[src/pkg/asr_pkg.sv]
// constants shared by the monitor converter sequencer and its converter core
// assumes a single 40 MHz system clock; all times are in ns
package asr_pkg;

    // ****************************************
    // clock and conversion timing
    // ****************************************
    localparam int CLK_MHZ         = 40;
    localparam int CONV_TIME_NS    = 5200;
    localparam int CAL_TIME_NS     = 15600;
    localparam int CAL_STEPS       = 3;
    // least times round up to whole cycles
    localparam int CONV_CYCLES     = (CONV_TIME_NS * CLK_MHZ + 999) / 1000;
    localparam int CAL_STEP_CYCLES = ((CAL_TIME_NS / CAL_STEPS) * CLK_MHZ + 999) / 1000;
    localparam int CONV_CNT_W      = 10;
    localparam int READ_LATENCY    = 4;

    // ****************************************
    // channel numbers and slots
    // ****************************************
    localparam logic [4:0] CH_TEMP    = 5'h00;
    localparam logic [4:0] CH_INT     = 5'h01;
    localparam logic [4:0] CH_AUX     = 5'h02;
    localparam logic [4:0] CH_DED     = 5'h03;
    localparam logic [4:0] CH_CAL     = 5'h08;
    localparam int         NUM_SLOTS  = 4;
    localparam int         SLOT_AUX   = 2;
    localparam logic [9:0] CAL_CODE   = 10'h200;
    localparam logic [3:0] ONCHIP_SEL = 4'h7;

    // ****************************************
    // configuration port addresses
    // ****************************************
    localparam logic [6:0] PA_SEQ     = 7'h48;
    localparam logic [6:0] PA_UPPER   = 7'h52;
    localparam logic [6:0] PA_LOWER   = 7'h56;

    // ****************************************
    // reset values
    // ****************************************
    localparam logic [3:0]  SEQ_RST   = 4'h4;
    localparam logic [15:0] UPPER_RST = 16'hE000;
    localparam logic [15:0] LOWER_RST = 16'hCAAA;

    // ****************************************
    // apb byte offsets and interrupt bits
    // ****************************************
    localparam logic [11:0] OFS_SEQ    = 12'h000;
    localparam logic [11:0] OFS_UPPER  = 12'h004;
    localparam logic [11:0] OFS_LOWER  = 12'h008;
    localparam logic [11:0] OFS_IRQ_ST = 12'h00C;
    localparam logic [11:0] OFS_IRQ_MK = 12'h010;
    localparam logic [11:0] OFS_STATE  = 12'h014;
    localparam logic [11:0] OFS_AUXRES = 12'h018;
    localparam int          IRQ_EOS    = 0;
    localparam int          IRQ_ALARM  = 1;

    typedef enum logic [2:0] {
        ST_CAL_START,
        ST_CAL_WAIT,
        ST_CH_START,
        ST_CH_WAIT,
        ST_EOS
    } asr_seq_state_t;

endpackage

[src/rtl/asr_monitor.sv]
// monitor converter sequencer with result read-out over the configuration
// port, a debug access port and an apb register slave
// assumes analog levels arrive as slow 10-bit codes from another domain and
// that the configuration and debug ports run on clk
`timescale 1ns/1ps

module asr_monitor
    import asr_pkg::*;
(
    input  wire logic        clk,
    input  wire logic        reset_n,
    input  wire logic        fabric_configured,
    input  wire logic        port_clock_present,
    input  wire logic [9:0]  temp_code,
    input  wire logic [9:0]  int_supply_code,
    input  wire logic [9:0]  aux_supply_code,
    input  wire logic [9:0]  dedicated_input_positive,
    input  wire logic [9:0]  dedicated_input_negative,
    input  wire logic        port_enable,
    input  wire logic        port_write_enable,
    input  wire logic [6:0]  port_address,
    input  wire logic [15:0] port_write_data,
    output logic [15:0]      port_read_data,
    output logic             port_data_ready,
    input  wire logic        jtag_enable,
    input  wire logic        jtag_write_enable,
    input  wire logic [6:0]  jtag_address,
    input  wire logic [15:0] jtag_write_data,
    output logic [15:0]      jtag_read_data,
    output logic             jtag_data_ready,
    output logic             busy,
    output logic             end_of_sequence,
    output logic [4:0]       channel,
    output logic             alarm_aux,
    input  wire logic        psel,
    input  wire logic        penable,
    input  wire logic        pwrite,
    input  wire logic [11:0] paddr,
    input  wire logic [31:0] pwdata,
    output logic [31:0]      prdata,
    output logic             pready,
    output logic             pslverr,
    output logic             irq
);
    // ****************************************
    // declarations
    // ****************************************
    logic [1:0]            cfg_sync;
    logic [1:0]            pclk_sync;
    logic [9:0]            code_meta [5];
    logic [9:0]            code_sync [5];
    logic                  configured;
    logic                  port_live;
    asr_seq_state_t        state;
    logic [1:0]            slot;
    logic [1:0]            cal_count;
    logic [3:0]            seq_select;
    logic [15:0]           upper_limit;
    logic [15:0]           lower_limit;
    logic [15:0]           results [NUM_SLOTS];
    logic [15:0]           cal_result;
    logic [1:0]            irq_status;
    logic [1:0]            irq_mask;
    logic                  alarm_prev;
    logic [2:0]            port_count;
    logic [6:0]            port_addr_held;
    logic                  conv_start;
    logic [CONV_CNT_W-1:0] conv_cycles;
    logic [9:0]            conv_code;
    logic                  conv_busy;
    logic                  conv_done;
    logic [15:0]           conv_result;
    logic [3:0]            active_sel;
    logic [2:0]            first_pick;
    logic [2:0]            next_pick;
    logic                  port_take;
    logic                  apb_access;
    logic                  apb_write;
    logic                  apb_hit;
    logic [31:0]           apb_word;
    // ****************************************
    // decode helpers
    // ****************************************
    // first enabled slot at or above from; bit 2 marks a find
    function automatic logic [2:0] pick_slot(input logic [3:0] sel, input logic [2:0] from);
        logic [2:0] r;
        r = 3'h0;
        for (int i = NUM_SLOTS - 1; i >= 0; i--) begin
            if (sel[i] && (3'(i) >= from)) r = {1'b1, 2'(i)};
        end
        return r;
    endfunction
    function automatic logic [4:0] slot_channel(input logic [1:0] s);
        logic [4:0] c;
        c = CH_TEMP;
        unique case (s)
            2'h0: c = CH_TEMP;
            2'h1: c = CH_INT;
            2'h2: c = CH_AUX;
            2'h3: c = CH_DED;
        endcase
        return c;
    endfunction
    // shared by the configuration port and the debug port
    function automatic logic [15:0] reg_read(input logic [6:0] a);
        logic [15:0] d;
        d = 16'h0000;
        if (a == {2'h0, CH_CAL}) d = cal_result;
        else if (a[6:2] == 5'h00) d = results[a[1:0]];
        else if (a == PA_SEQ) d = {12'h000, seq_select};
        else if (a == PA_UPPER) d = upper_limit;
        else if (a == PA_LOWER) d = lower_limit;
        return d;
    endfunction
    // ****************************************
    // input synchronisers
    // ****************************************
    // codes are slow levels; a two-flop stage per bit is enough here
    always_ff @(posedge clk or negedge reset_n) begin
        if (!reset_n) begin
            cfg_sync  <= 2'h0;
            pclk_sync <= 2'h0;
            code_meta <= '{default: '0};
            code_sync <= '{default: '0};
        end else begin
            cfg_sync     <= {cfg_sync[0], fabric_configured};
            pclk_sync    <= {pclk_sync[0], port_clock_present};
            code_meta[0] <= temp_code;
            code_meta[1] <= int_supply_code;
            code_meta[2] <= aux_supply_code;
            code_meta[3] <= dedicated_input_positive;
            code_meta[4] <= dedicated_input_negative;
            code_sync    <= code_meta;
        end
    end
    assign configured = cfg_sync[1];
    assign port_live  = pclk_sync[1] && configured;

    // ****************************************
    // sequencer
    // ****************************************
    // unconfigured device keeps on-chip sensors; external only on request
    assign active_sel = configured ? seq_select : {seq_select[3], ONCHIP_SEL[2:0]};
    assign first_pick = pick_slot(active_sel, 3'h0);
    assign next_pick  = pick_slot(active_sel, {1'b0, slot} + 3'h1);
    assign conv_start = (state == ST_CAL_START) || (state == ST_CH_START);
    assign conv_cycles = (state == ST_CAL_START) ? CONV_CNT_W'(CAL_STEP_CYCLES)
                                                 : CONV_CNT_W'(CONV_CYCLES);

    // dedicated input is differential; negative differences clip to zero
    always_comb begin
        conv_code = CAL_CODE;
        if (state == ST_CH_START) begin
            unique case (slot)
                2'h0: conv_code = code_sync[0];
                2'h1: conv_code = code_sync[1];
                2'h2: conv_code = code_sync[2];
                2'h3: conv_code = (code_sync[3] >= code_sync[4]) ?
                                  code_sync[3] - code_sync[4] : 10'h000;
            endcase
        end
    end

    // the sequencer never idles; conversion keeps going without a port clock
    always_ff @(posedge clk or negedge reset_n) begin
        if (!reset_n) begin
            state     <= ST_CAL_START;
            slot      <= 2'h0;
            cal_count <= 2'h0;
        end else begin
            unique case (state)
                ST_CAL_START: state <= ST_CAL_WAIT;
                ST_CAL_WAIT: begin
                    if (conv_done) begin
                        if (cal_count == 2'(CAL_STEPS - 1)) begin
                            cal_count <= 2'h0;
                            slot      <= first_pick[1:0];
                            state     <= first_pick[2] ? ST_CH_START : ST_EOS;
                        end else begin
                            cal_count <= cal_count + 2'h1;
                            state     <= ST_CAL_START;
                        end
                    end
                end
                ST_CH_START: state <= ST_CH_WAIT;
                ST_CH_WAIT: begin
                    if (conv_done) begin
                        slot  <= next_pick[1:0];
                        state <= next_pick[2] ? ST_CH_START : ST_EOS;
                    end
                end
                ST_EOS: state <= ST_CAL_START;
            endcase
        end
    end
    asr_converter u_conv (
        .clk         (clk),
        .reset_n     (reset_n),
        .start       (conv_start),
        .cycles      (conv_cycles),
        .sample_code (conv_code),
        .busy        (conv_busy),
        .done        (conv_done),
        .result      (conv_result)
    );
    assign busy = conv_busy;
    // ****************************************
    // results, channel, alarm, end of sequence
    // ****************************************
    // alarm lands on the busy-fall edge, end of sequence at least one later
    always_ff @(posedge clk or negedge reset_n) begin
        if (!reset_n) begin
            results         <= '{default: '0};
            cal_result      <= '0;
            channel         <= CH_TEMP;
            alarm_aux       <= 1'b0;
            end_of_sequence <= 1'b0;
        end else begin
            end_of_sequence <= (state == ST_EOS);
            if (conv_done && state == ST_CAL_WAIT) begin
                cal_result <= conv_result;
                channel    <= CH_CAL;
            end
            if (conv_done && state == ST_CH_WAIT) begin
                results[slot] <= conv_result;
                channel       <= slot_channel(slot);
                if (slot == 2'(SLOT_AUX)) begin
                    alarm_aux <= (conv_result > upper_limit) ||
                                 (conv_result < lower_limit);
                end
            end
        end
    end

    // ****************************************
    // control registers
    // ****************************************
    assign apb_access = psel && penable && pready;
    assign apb_write  = apb_access && pwrite;
    assign port_take  = port_enable && port_live && (port_count == 3'h0);
    // apb wins over the configuration port, which wins over debug
    always_ff @(posedge clk or negedge reset_n) begin
        if (!reset_n) begin
            seq_select  <= SEQ_RST;
            upper_limit <= UPPER_RST;
            lower_limit <= LOWER_RST;
        end else if (apb_write) begin
            if (paddr == OFS_SEQ) seq_select <= pwdata[3:0];
            if (paddr == OFS_UPPER) upper_limit <= pwdata[15:0];
            if (paddr == OFS_LOWER) lower_limit <= pwdata[15:0];
        end else if (port_take && port_write_enable) begin
            if (port_address == PA_SEQ) seq_select <= port_write_data[3:0];
            if (port_address == PA_UPPER) upper_limit <= port_write_data;
            if (port_address == PA_LOWER) lower_limit <= port_write_data;
        end else if (jtag_enable && jtag_write_enable) begin
            if (jtag_address == PA_SEQ) seq_select <= jtag_write_data[3:0];
            if (jtag_address == PA_UPPER) upper_limit <= jtag_write_data;
            if (jtag_address == PA_LOWER) lower_limit <= jtag_write_data;
        end
    end

    // ****************************************
    // configuration port read-out
    // ****************************************
    // one request in flight; enables during the wait are dropped
    always_ff @(posedge clk or negedge reset_n) begin
        if (!reset_n) begin
            port_count      <= 3'h0;
            port_addr_held  <= 7'h00;
            port_read_data  <= 16'h0000;
            port_data_ready <= 1'b0;
        end else begin
            port_data_ready <= 1'b0;
            if (port_take) begin
                port_count     <= 3'(READ_LATENCY - 1);
                port_addr_held <= port_address;
            end else if (port_count != 3'h0) begin
                port_count <= port_count - 3'h1;
                if (port_count == 3'h1 && port_live) begin
                    port_read_data  <= reg_read(port_addr_held);
                    port_data_ready <= 1'b1;
                end
            end
        end
    end

    // ****************************************
    // debug port read-out
    // ****************************************
    // no dependence on configuration or on the port clock
    always_ff @(posedge clk or negedge reset_n) begin
        if (!reset_n) begin
            jtag_read_data  <= 16'h0000;
            jtag_data_ready <= 1'b0;
        end else begin
            jtag_data_ready <= jtag_enable;
            if (jtag_enable) jtag_read_data <= reg_read(jtag_address);
        end
    end

    // ****************************************
    // interrupts
    // ****************************************
    // a new event in the clearing cycle survives the write of one
    always_ff @(posedge clk or negedge reset_n) begin
        if (!reset_n) begin
            irq_status <= 2'h0;
            irq_mask   <= 2'h0;
            alarm_prev <= 1'b0;
        end else begin
            alarm_prev <= alarm_aux;
            if (apb_write && paddr == OFS_IRQ_MK) irq_mask <= pwdata[1:0];
            irq_status <= (irq_status & ~((apb_write && paddr == OFS_IRQ_ST) ?
                                          pwdata[1:0] : 2'h0))
                        | {alarm_aux && !alarm_prev, end_of_sequence};
        end
    end
    assign irq = |(irq_status & irq_mask);
    // ****************************************
    // apb slave
    // ****************************************
    always_comb begin
        apb_hit  = 1'b1;
        apb_word = 32'h0000_0000;
        unique case (paddr)
            OFS_SEQ:    apb_word = {28'h0000000, seq_select};
            OFS_UPPER:  apb_word = {16'h0000, upper_limit};
            OFS_LOWER:  apb_word = {16'h0000, lower_limit};
            OFS_IRQ_ST: apb_word = {30'h0, irq_status};
            OFS_IRQ_MK: apb_word = {30'h0, irq_mask};
            OFS_STATE:  apb_word = {20'h00000, configured, pclk_sync[1], alarm_aux,
                                    busy, 3'h0, channel};
            OFS_AUXRES: apb_word = {16'h0000, results[SLOT_AUX]};
            default:    apb_hit  = 1'b0;
        endcase
    end

    // one wait state so read data comes from a flip-flop
    always_ff @(posedge clk or negedge reset_n) begin
        if (!reset_n) begin
            pready  <= 1'b0;
            prdata  <= 32'h0000_0000;
            pslverr <= 1'b0;
        end else begin
            pready  <= psel && penable && !pready;
            pslverr <= psel && penable && !pready && !apb_hit;
            if (psel && penable && !pready) prdata <= apb_hit ? apb_word : 32'h0000_0000;
        end
    end

endmodule

[src/rtl/asr_converter.sv]
// converter core: one timed conversion of a sampled 10-bit code
// assumes start is a one-cycle pulse issued only while busy is low
`timescale 1ns/1ps
module asr_converter
    import asr_pkg::*;
(
    input  wire logic                  clk,
    input  wire logic                  reset_n,
    input  wire logic                  start,
    input  wire logic [CONV_CNT_W-1:0] cycles,
    input  wire logic [9:0]            sample_code,
    output logic                       busy,
    output logic                       done,
    output logic [15:0]                result
);

    logic [CONV_CNT_W-1:0] count;
    logic [9:0]            held_code;

    // ****************************************
    // timing and sample hold
    // ****************************************
    // input is frozen at the busy rise so later changes wait for the next pass
    always_ff @(posedge clk or negedge reset_n) begin
        if (!reset_n) begin
            busy      <= 1'b0;
            count     <= '0;
            held_code <= '0;
        end else if (start && !busy) begin
            busy      <= 1'b1;
            count     <= cycles - 10'h001;
            held_code <= sample_code;
        end else if (busy) begin
            if (count == '0) begin
                busy <= 1'b0;
            end
            count <= count - 10'h001;
        end
    end

    // done marks the last busy cycle so the sequencer stores on the busy-fall edge
    assign done   = busy && (count == '0);
    assign result = {held_code, 6'h00};

endmodule

[config.mk]
export PLATFORM = sky130hd
export DESIGN_NAME = asr_monitor
export DESIGN_NICKNAME = d
export VERILOG_FILES = /design/src/pkg/asr_pkg.sv /design/src/rtl/asr_monitor.sv /design/src/rtl/asr_converter.sv
export SDC_FILE = /design/constraint.sdc
export NUM_CORES = 1
export LEC_CHECK = 0
export ABC_AREA = 1
export BUFFER_PORTS_ARGS = -buffer_cell sky130_fd_sc_hd__buf_2
export CAP_MARGIN = 25
export CELL_PAD_IN_SITES_DETAIL_PLACEMENT = 0
export CELL_PAD_IN_SITES_GLOBAL_PLACEMENT = 1
export CORE_UTILIZATION = 46
export CTS_CLUSTER_SIZE = 30
export DETAILED_ROUTE_END_ITERATION = 12
export HOLD_SLACK_MARGIN = 0.02
export PLACE_DENSITY_LB_ADDON = 0.25
export SYNTH_ARGS = -nofsm -noshare
export SYNTH_HDL_FRONTEND = slang
export SYNTH_SLANG_ARGS = --single-unit
[constraint.sdc]
create_clock -name clk -period 3.6 [get_ports clk]
set_input_delay 0.36 -clock clk [delete_from_list [all_inputs] [get_ports clk]]
set_output_delay 0.36 -clock clk [all_outputs]
set_load 0.02 [all_outputs]
==> results of run 1 <==
==> sequential cells by signal, indices dropped and copies added (netlist names), 16 cells and up <==
register        cells
upper_limit        16
jtag_read_data     16
results            40
code_sync          50
port_read_data     16
prdata             16
lower_limit        16
code_meta          50
==> logic make-up after synthesis <==
group	synth area share
compound gates	0.126
xor+xnor	0.00316
fa+ha+maj	0.0322
buf+inv	0.0740
flops	0.525
other cells	0.000271
simple gates	0.239
==> timing repair <==
item                                    4_1_cts  5_1_grt
endpoints found under the setup margin        0        0
hold endpoints to repair                    124        0
hold buffers                                 53        0
==> synthesized netlist by cell type, types with 2 or more instances <==
cell      count
o22ai_1      32
buf_1         3
o21bai_1      2
nand4_1      14
ha_1         34
inv_2         6
nand3b_1      2
nand2_4       5
nor2_8        3
dfrtp_1     278
o221ai_1     10
nor2_2        5
or2_2         3
nor3_1       23
buf_6         3
nand2_2      10
a221oi_1      9
xnor2_1       4
nand4_2       3
o211ai_1      6
clkbuf_1     42
buf_2         6
nor2_1      118
inv_1       156
a21oi_1      37
nand3_1      86
buf_4        20
nand2_1     496
a22o_1        2
nand2_8       2
o21ai_2      17
dfstp_2      12
o21ai_0     152
o21ai_1      29
==> metal layers <==
layer  part of all wire  routed length [um]  GRT usage
met1               0.43               17400      0.355
met2               0.47               19000      0.437
met3              0.065                2610     0.0515
met4              0.038                1520     0.0993
met5                  0                   0          0
==> where the power goes <==
group	switching, uW	leakage, uW	internal (uW)
registers	197	0.00365	3610
logic	1250	0.00428	533
clock network	1370	0.000514	1880
==> critical path: stages (launching register included) <==
cell and delay [ns]:
dfrtp_1 0.38, inv_1 0.11, ha_1 0.17, inv_2 0.05, nor2_1 0.15, inv_2 0.09
nor2_8 0.24, nand2_4 0.11, nor2_8 0.28, o21ai_1 0.16, o21ai_2 0.11, nor2_4 0.06
buf_4 0.26, nand2_1 0.13, o21ai_2 0.05
==> metrics by stage <==
step | total power (uW) | hold slack, ns | area, um2 | util
after floorplan | 4850 | 0.0644 | 13900 | -
after global placement | 5560 | 0.333 | 15100 | 0.510
after detailed placement | 5590 | 0.335 | 15100 | 0.510
after CTS | 8890 | 0.0348 | 16700 | 0.564
after global routing | 9270 | 0.0429 | 16700 | 0.564
final | 8850 | 0.0401 | 16700 | 0.564
==> final cells by class <==
cell class	instances	area, um2
Timing Repair Buffer	263	1670
Tap cell	390	488
Clock inverter	21	220
Inverter	164	621
Fill cell	2780	12900
Multi-Input combinational cell	1134	5610
Sequential cell	290	7270
Clock buffer	37	828
==> path summary, 6_finish.rpt <==
kind	end	slack, ns	startpoint	cells past startpoint
worst max-delay path	upper_limit[7]$_DFFE_PN0P_	1.11	port_count[0]$_DFFE_PN0P_	14
worst min-delay path	port_addr_held[6]$_DFFE_PN0P_	0.04	port_address[6]	3
worst max register to register	upper_limit[7]$_DFFE_PN0P_	1.11	port_count[0]$_DFFE_PN0P_	14
worst min register to register	code_sync[16]$_DFF_PN0_	0.35	code_meta[16]$_DFF_PN0_	0
max in group asynchronous	code_sync[44]$_DFF_PN0_	2.41	reset_n	3
min in group asynchronous	upper_limit[9]$_DFFE_PN0P_	0.42	reset_n	2
==> summary.txt, run 1 <==
CTS
  – TritonCTS clock tree: yes
  – Sink Count: between 200 and 300
  – Clock root buffer: clkbuf_16
  – Clk slew on worst S/H paths: roughly 0.060 ns
  – CTS resizes: 0
  – Maximum clock path buffer count: 3
  – Worst skew pair latency: around 0.57 ns
  – Post-CTS setup buffer count: 0
  – CTS Buf Count: 31
  – H-tree levels: 1

Timing
  – Slew Viols, Final: 0
  – Max-slew headroom: 0.360
  – Final period utilization: 0.693
  – Period minus WS final: 2.49 ns
  – Unrepaired setup endpoints after global routing: false
  – Clk_skew: 0.00904 ns
  – Final Worst Setup Slack: 1.11 ns
  – Final setup vio count: 0
  – Worst-Margin Slew: about 0.96 ns
  – Final Hold Fails: 0
  – FMAX: about 0.4 GHz
  – Total Negative Setup Slacks: 0 ns

Routing
  – Drt total wl: 40500 um
  – Drt drc: 0
  – Initial DRC count: roughly 1000
  – DRT antenna net count: 0
  – Wire per inst: roughly 18 um
  – Pre-antenna DRT Iters: 5
  – Vias: ~12000
  – DR vias/cell: between 5 and 6

Layout
  – Area Growth Syn to Fin: 20.7%
  – Non-Filler Instances: ~2300
  – Most frequent cells in the layout: 496 x nand2_1, 278 x dfrtp_1, 192 x buf_2
  – Share of cells above drive strength 1: 0.176
  – Nets: a little over 2000
  – Most common cell after layout, fill and taps aside: nand2_1
  – Diode count: 0

Worst setup path
  – Worst setup EP type: flip-flop
  – Critical path class: flip-flop to flip-flop
  – WP data required: around 4.1 ns
  – Arr. time, crit path: ~3 ns
  – CP Max Fanout: 30
  – Critical Path Source Type: flip-flop

Global route
  – Pin count of the biggest net entering global routing: a little over 90
  – Tot GR Track Use: 0.268
  – Total global routing overflow: 0
  – First-pass GRT wire length: 63300 um
  – Antenna violations before repair: 0
  – Vias in the first global route: 11400

Synth
  – Most used DFF post-synth: dfrtp_1
  – Cells after Synth: 1646
  – Synth async-reset ratio: 1.00
  – FF+latch count, synth: between 200 and 300
  – Synth area leader: dfrtp_1
  – Post-synth cell types: 50
  – Register area share after synthesis: 0.525
  – Syn_area_per_cell: roughly 8.4 um2
  – Number of synthesized flops with an enable pin: 0
  – Synth top area share: 0.503
  – Top post-synthesis cells by area: dfrtp_1 50%, nand2_1 13%, o21ai_0 5.5%
  – Warnings, synthesis: 0
  – Netlist Area Pre-Place: approximately 14000 um2

Die
  – FP Rows: between 60 and 70
  – Initial core utilization: 0.467
  – Die W: between 150 and 200 um
  – Die Span Y: approximately 180 um
  – IO Pins: ~230
  – Core area: approximately 30000 um2
  – Full die area: 30800 um2

Placement
  – Dpl ws: roughly 1.1 ns
  – Number of I/O port buffers: a little under 200
  – Cells after DPL: 2188
  – Routability cong.: just over 0.9
  – Post-detail-place hpwl: about 29000 um

Power and ir drop
  – VDD IR max: 0.484 mV
  – Leakage: 0.00844 uW
  – P per Cell Area: approximately 530 nW/um2

Run
  – Max_cap viols: 0

Outcome
  – Status: complete, no violations

Worst hold path
  – Hold Path Class: input pin to flip-flop
(Power assumes the default switching activity.)
==> run 2, diff against run 1 <==
- CORE_UTILIZATION: 46 -> 42
- clock period: 3.6 -> 2.55 ns (I/O delays scaled with it)
==> summary.txt, run 2 (synthesized netlist as in run 1, its figures left out) <==
Layout
  – Largest registers: code_meta: 50 flops, code_sync: 50 flops, results: 40 flops
  – Most frequent cells in the layout: 496 x nand2_1, 278 x dfrtp_1, 192 x buf_2
  – Layout Utilization: 0.529
  – Most common cell after layout, fill and taps aside: nand2_1
  – Design area: ~17000 um2
  – Area Growth Syn to Fin: 24.0%
  – Nets: approximately 2100
  – Share of cells above drive strength 1: 0.186

Die
  – Full die area: 33700 um2
  – FP Rows: 66
  – Die W: ~180 um
  – Die Span Y: between 150 and 200 um
  – Initial core utilization: 0.426
  – Core area: ~32000 um2
  – IO Pins: 228

Worst setup path
  – Worst Path Buf+Inv: 3
  – Critical R2R Launch: port_count[0]$_DFFE_PN0P_
  – Reg2reg path depth: 11
  – CP Max Fanout: 16
  – Critical Path Source Type: flip-flop
  – Crit-path cells: inv_1, ha_1, inv_2, nor2_1, inv_2, nor2_8, nand2_4, nand2_4, a21oi_1, nor2_4, o21ai_2
  – WP data required: roughly 3 ns
  – Worst setup EP type: flip-flop
  – Arr. time, crit path: 2.60 ns
  – Worst reg2reg setup slack: around 0.4 ns
  – CP top delay family: simple AND/OR/NAND/NOR gates
  – Critical path class: flip-flop to flip-flop
  – Crit-path max cell delay: approximately 0.57 ns
  – Number of stages on the worst setup path: 11
  – Reg2Reg Capture Point: upper_limit[5]$_DFFE_PN0P_
  – Worst path slowest cell: nor2_4

Routing
  – Drt total wl: about 42000 um
  – Max layer used: met4
  – Pre-antenna DRT Iters: 5
  – Met1 WL: around 18000 um
  – DR vias/cell: roughly 5.0
  – Wire per inst: between 15 and 20 um
  – Met2 WL: just under 20000 um
  – Vias: between 10000 and 15000
  – DRT antenna net count: 0
  – Initial DRC count: 830
  – Drt drc: 0
  – Met3 wire length: between 2000 and 3000 um

CTS
  – Sink Count: 290
  – Maximum clock path buffer count: 3
  – Worst skew pair latency: ~0.58 ns
  – TritonCTS clock tree: yes
  – CTS Buf Count: 31
  – Clock root buffer: clkbuf_16
  – Clk slew on worst S/H paths: ~0.070 ns
  – H-tree levels: 1

Timing
  – Slew Viols, Final: 0
  – Final period utilization: 0.848
  – Final setup vio count: 0
  – Unrepaired setup endpoints after global routing: false
  – Clk_skew: between 0.01 and 0.015 ns
  – FMAX: ~0.46 GHz
  – Period minus WS final: about 2.2 ns
  – Worst-Margin Slew: between 0.6 and 0.7 ns
  – Final Hold Fails: 0
  – Max-slew headroom: 0.542
  – Total Negative Setup Slacks: 0 ns
  – Final Worst Setup Slack: around 0.39 ns

Power and ir drop
  – P per Cell Area: roughly 750 nW/um2
  – VDD IR max: ~0.58 mV
  – Leakage: 0.00865 uW

Run
  – Max_cap viols: 0

Placement
  – Cell Area, Placed: around 15000 um2
  – Number of I/O port buffers: 193
  – Post-detail-place hpwl: 30200 um
  – Routability cong.: 0.912
  – Dpl ws: around 0.16 ns

Global route
  – Total global routing overflow: 0
  – First-pass GRT wire length: about 65000 um
  – Tot GR Track Use: 0.253
  – Vias in the first global route: approximately 12000
  – Antenna violations before repair: 1
  – Pin count of the biggest net entering global routing: 74

Worst hold path
  – Worst Hold Path EP: irq_mask[1]$_DFFE_PN0P_
  – HP Start: pwdata[1]
  – Hold Path Stages: 3
  – Hold Path Class: input pin to flip-flop

Outcome
  – Status: complete, no violations
-- run 2: changes by cell type in the layout (fill, tap and decap cells not counted), sizes merged --
cell         change
nor2             +1
buf             +28
inv              -5
bufinv           +4
clkbuf           +3
dlygate4sd3      +8
clkinv           -2
clkinvlp         -1
diode            +1
-- run 2: where the power goes --
group / total (uW) / switching (uW) / internal (uW)
clock: 4960 / 1900 / 3060
combinational: 2640 / 1800 / 836
sequential: 5340 / 238 / 5100
-- run 2: worst max path at each step --
stage / to / slack, ns / from
floorplan: lower_limit[10]$_DFFE_PN0P_ / 0.70 / port_count[0]$_DFFE_PN0P_
global placement: upper_limit[5]$_DFFE_PN0P_ / 0.23 / port_count[0]$_DFFE_PN0P_
detailed placement: upper_limit[13]$_DFFE_PN1P_ / 0.16 / port_count[0]$_DFFE_PN0P_
CTS: upper_limit[13]$_DFFE_PN1P_ / 0.13 / port_count[0]$_DFFE_PN0P_
global route: results[23]$_DFFE_PN0P_ / 0.08 / u_conv.count[0]$_DFFE_PN0P_
finish: upper_limit[5]$_DFFE_PN0P_ / 0.39 / port_count[0]$_DFFE_PN0P_
-- run 2: layout make-up --
type,count,area [um2]
Fill cell,3081,15300
Sequential cell,290,7270
Multi-Input combinational cell,1135,5620
Timing Repair Buffer,299,1960
Clock buffer,40,850
Inverter,164,621
Tap cell,442,553
Clock inverter,17,288
Antenna cell,1,2.50
-- run 2: tightest hold or removal path, cell delays in order --
cell and delay (ns):
buf_2 0.09, inv_1 0.10, o21ai_0 0.12
-- run 2: layer usage --
layer | track usage | up-vias
met1 | 0.335 | 5624
met4 | 0.0827 | 0
met2 | 0.421 | 383
met3 | 0.0414 | 80
met5 | 0 | -
li1 | - | 5879
-- run 2: metrics by stage --
step / cells / hold WS [ns] / total power [uW]
after detailed placement: 2268 / 0.294 / 7950
after floorplan: 1663 / -0.0406 / 6850
after global placement: 2268 / 0.294 / 7920
after CTS: 2386 / 0.0273 / 13000
final: 2388 / 0.0447 / 12900
after global routing: 2388 / 0.0512 / 13500
-- run 2: repair_timing --
item	4_1_cts	5_1_grt
setup buffers	0	0
resized for setup	0	1
endpoints found under the setup margin	0	11
hold buffers	61	0
endpoints found under the hold margin	122	0
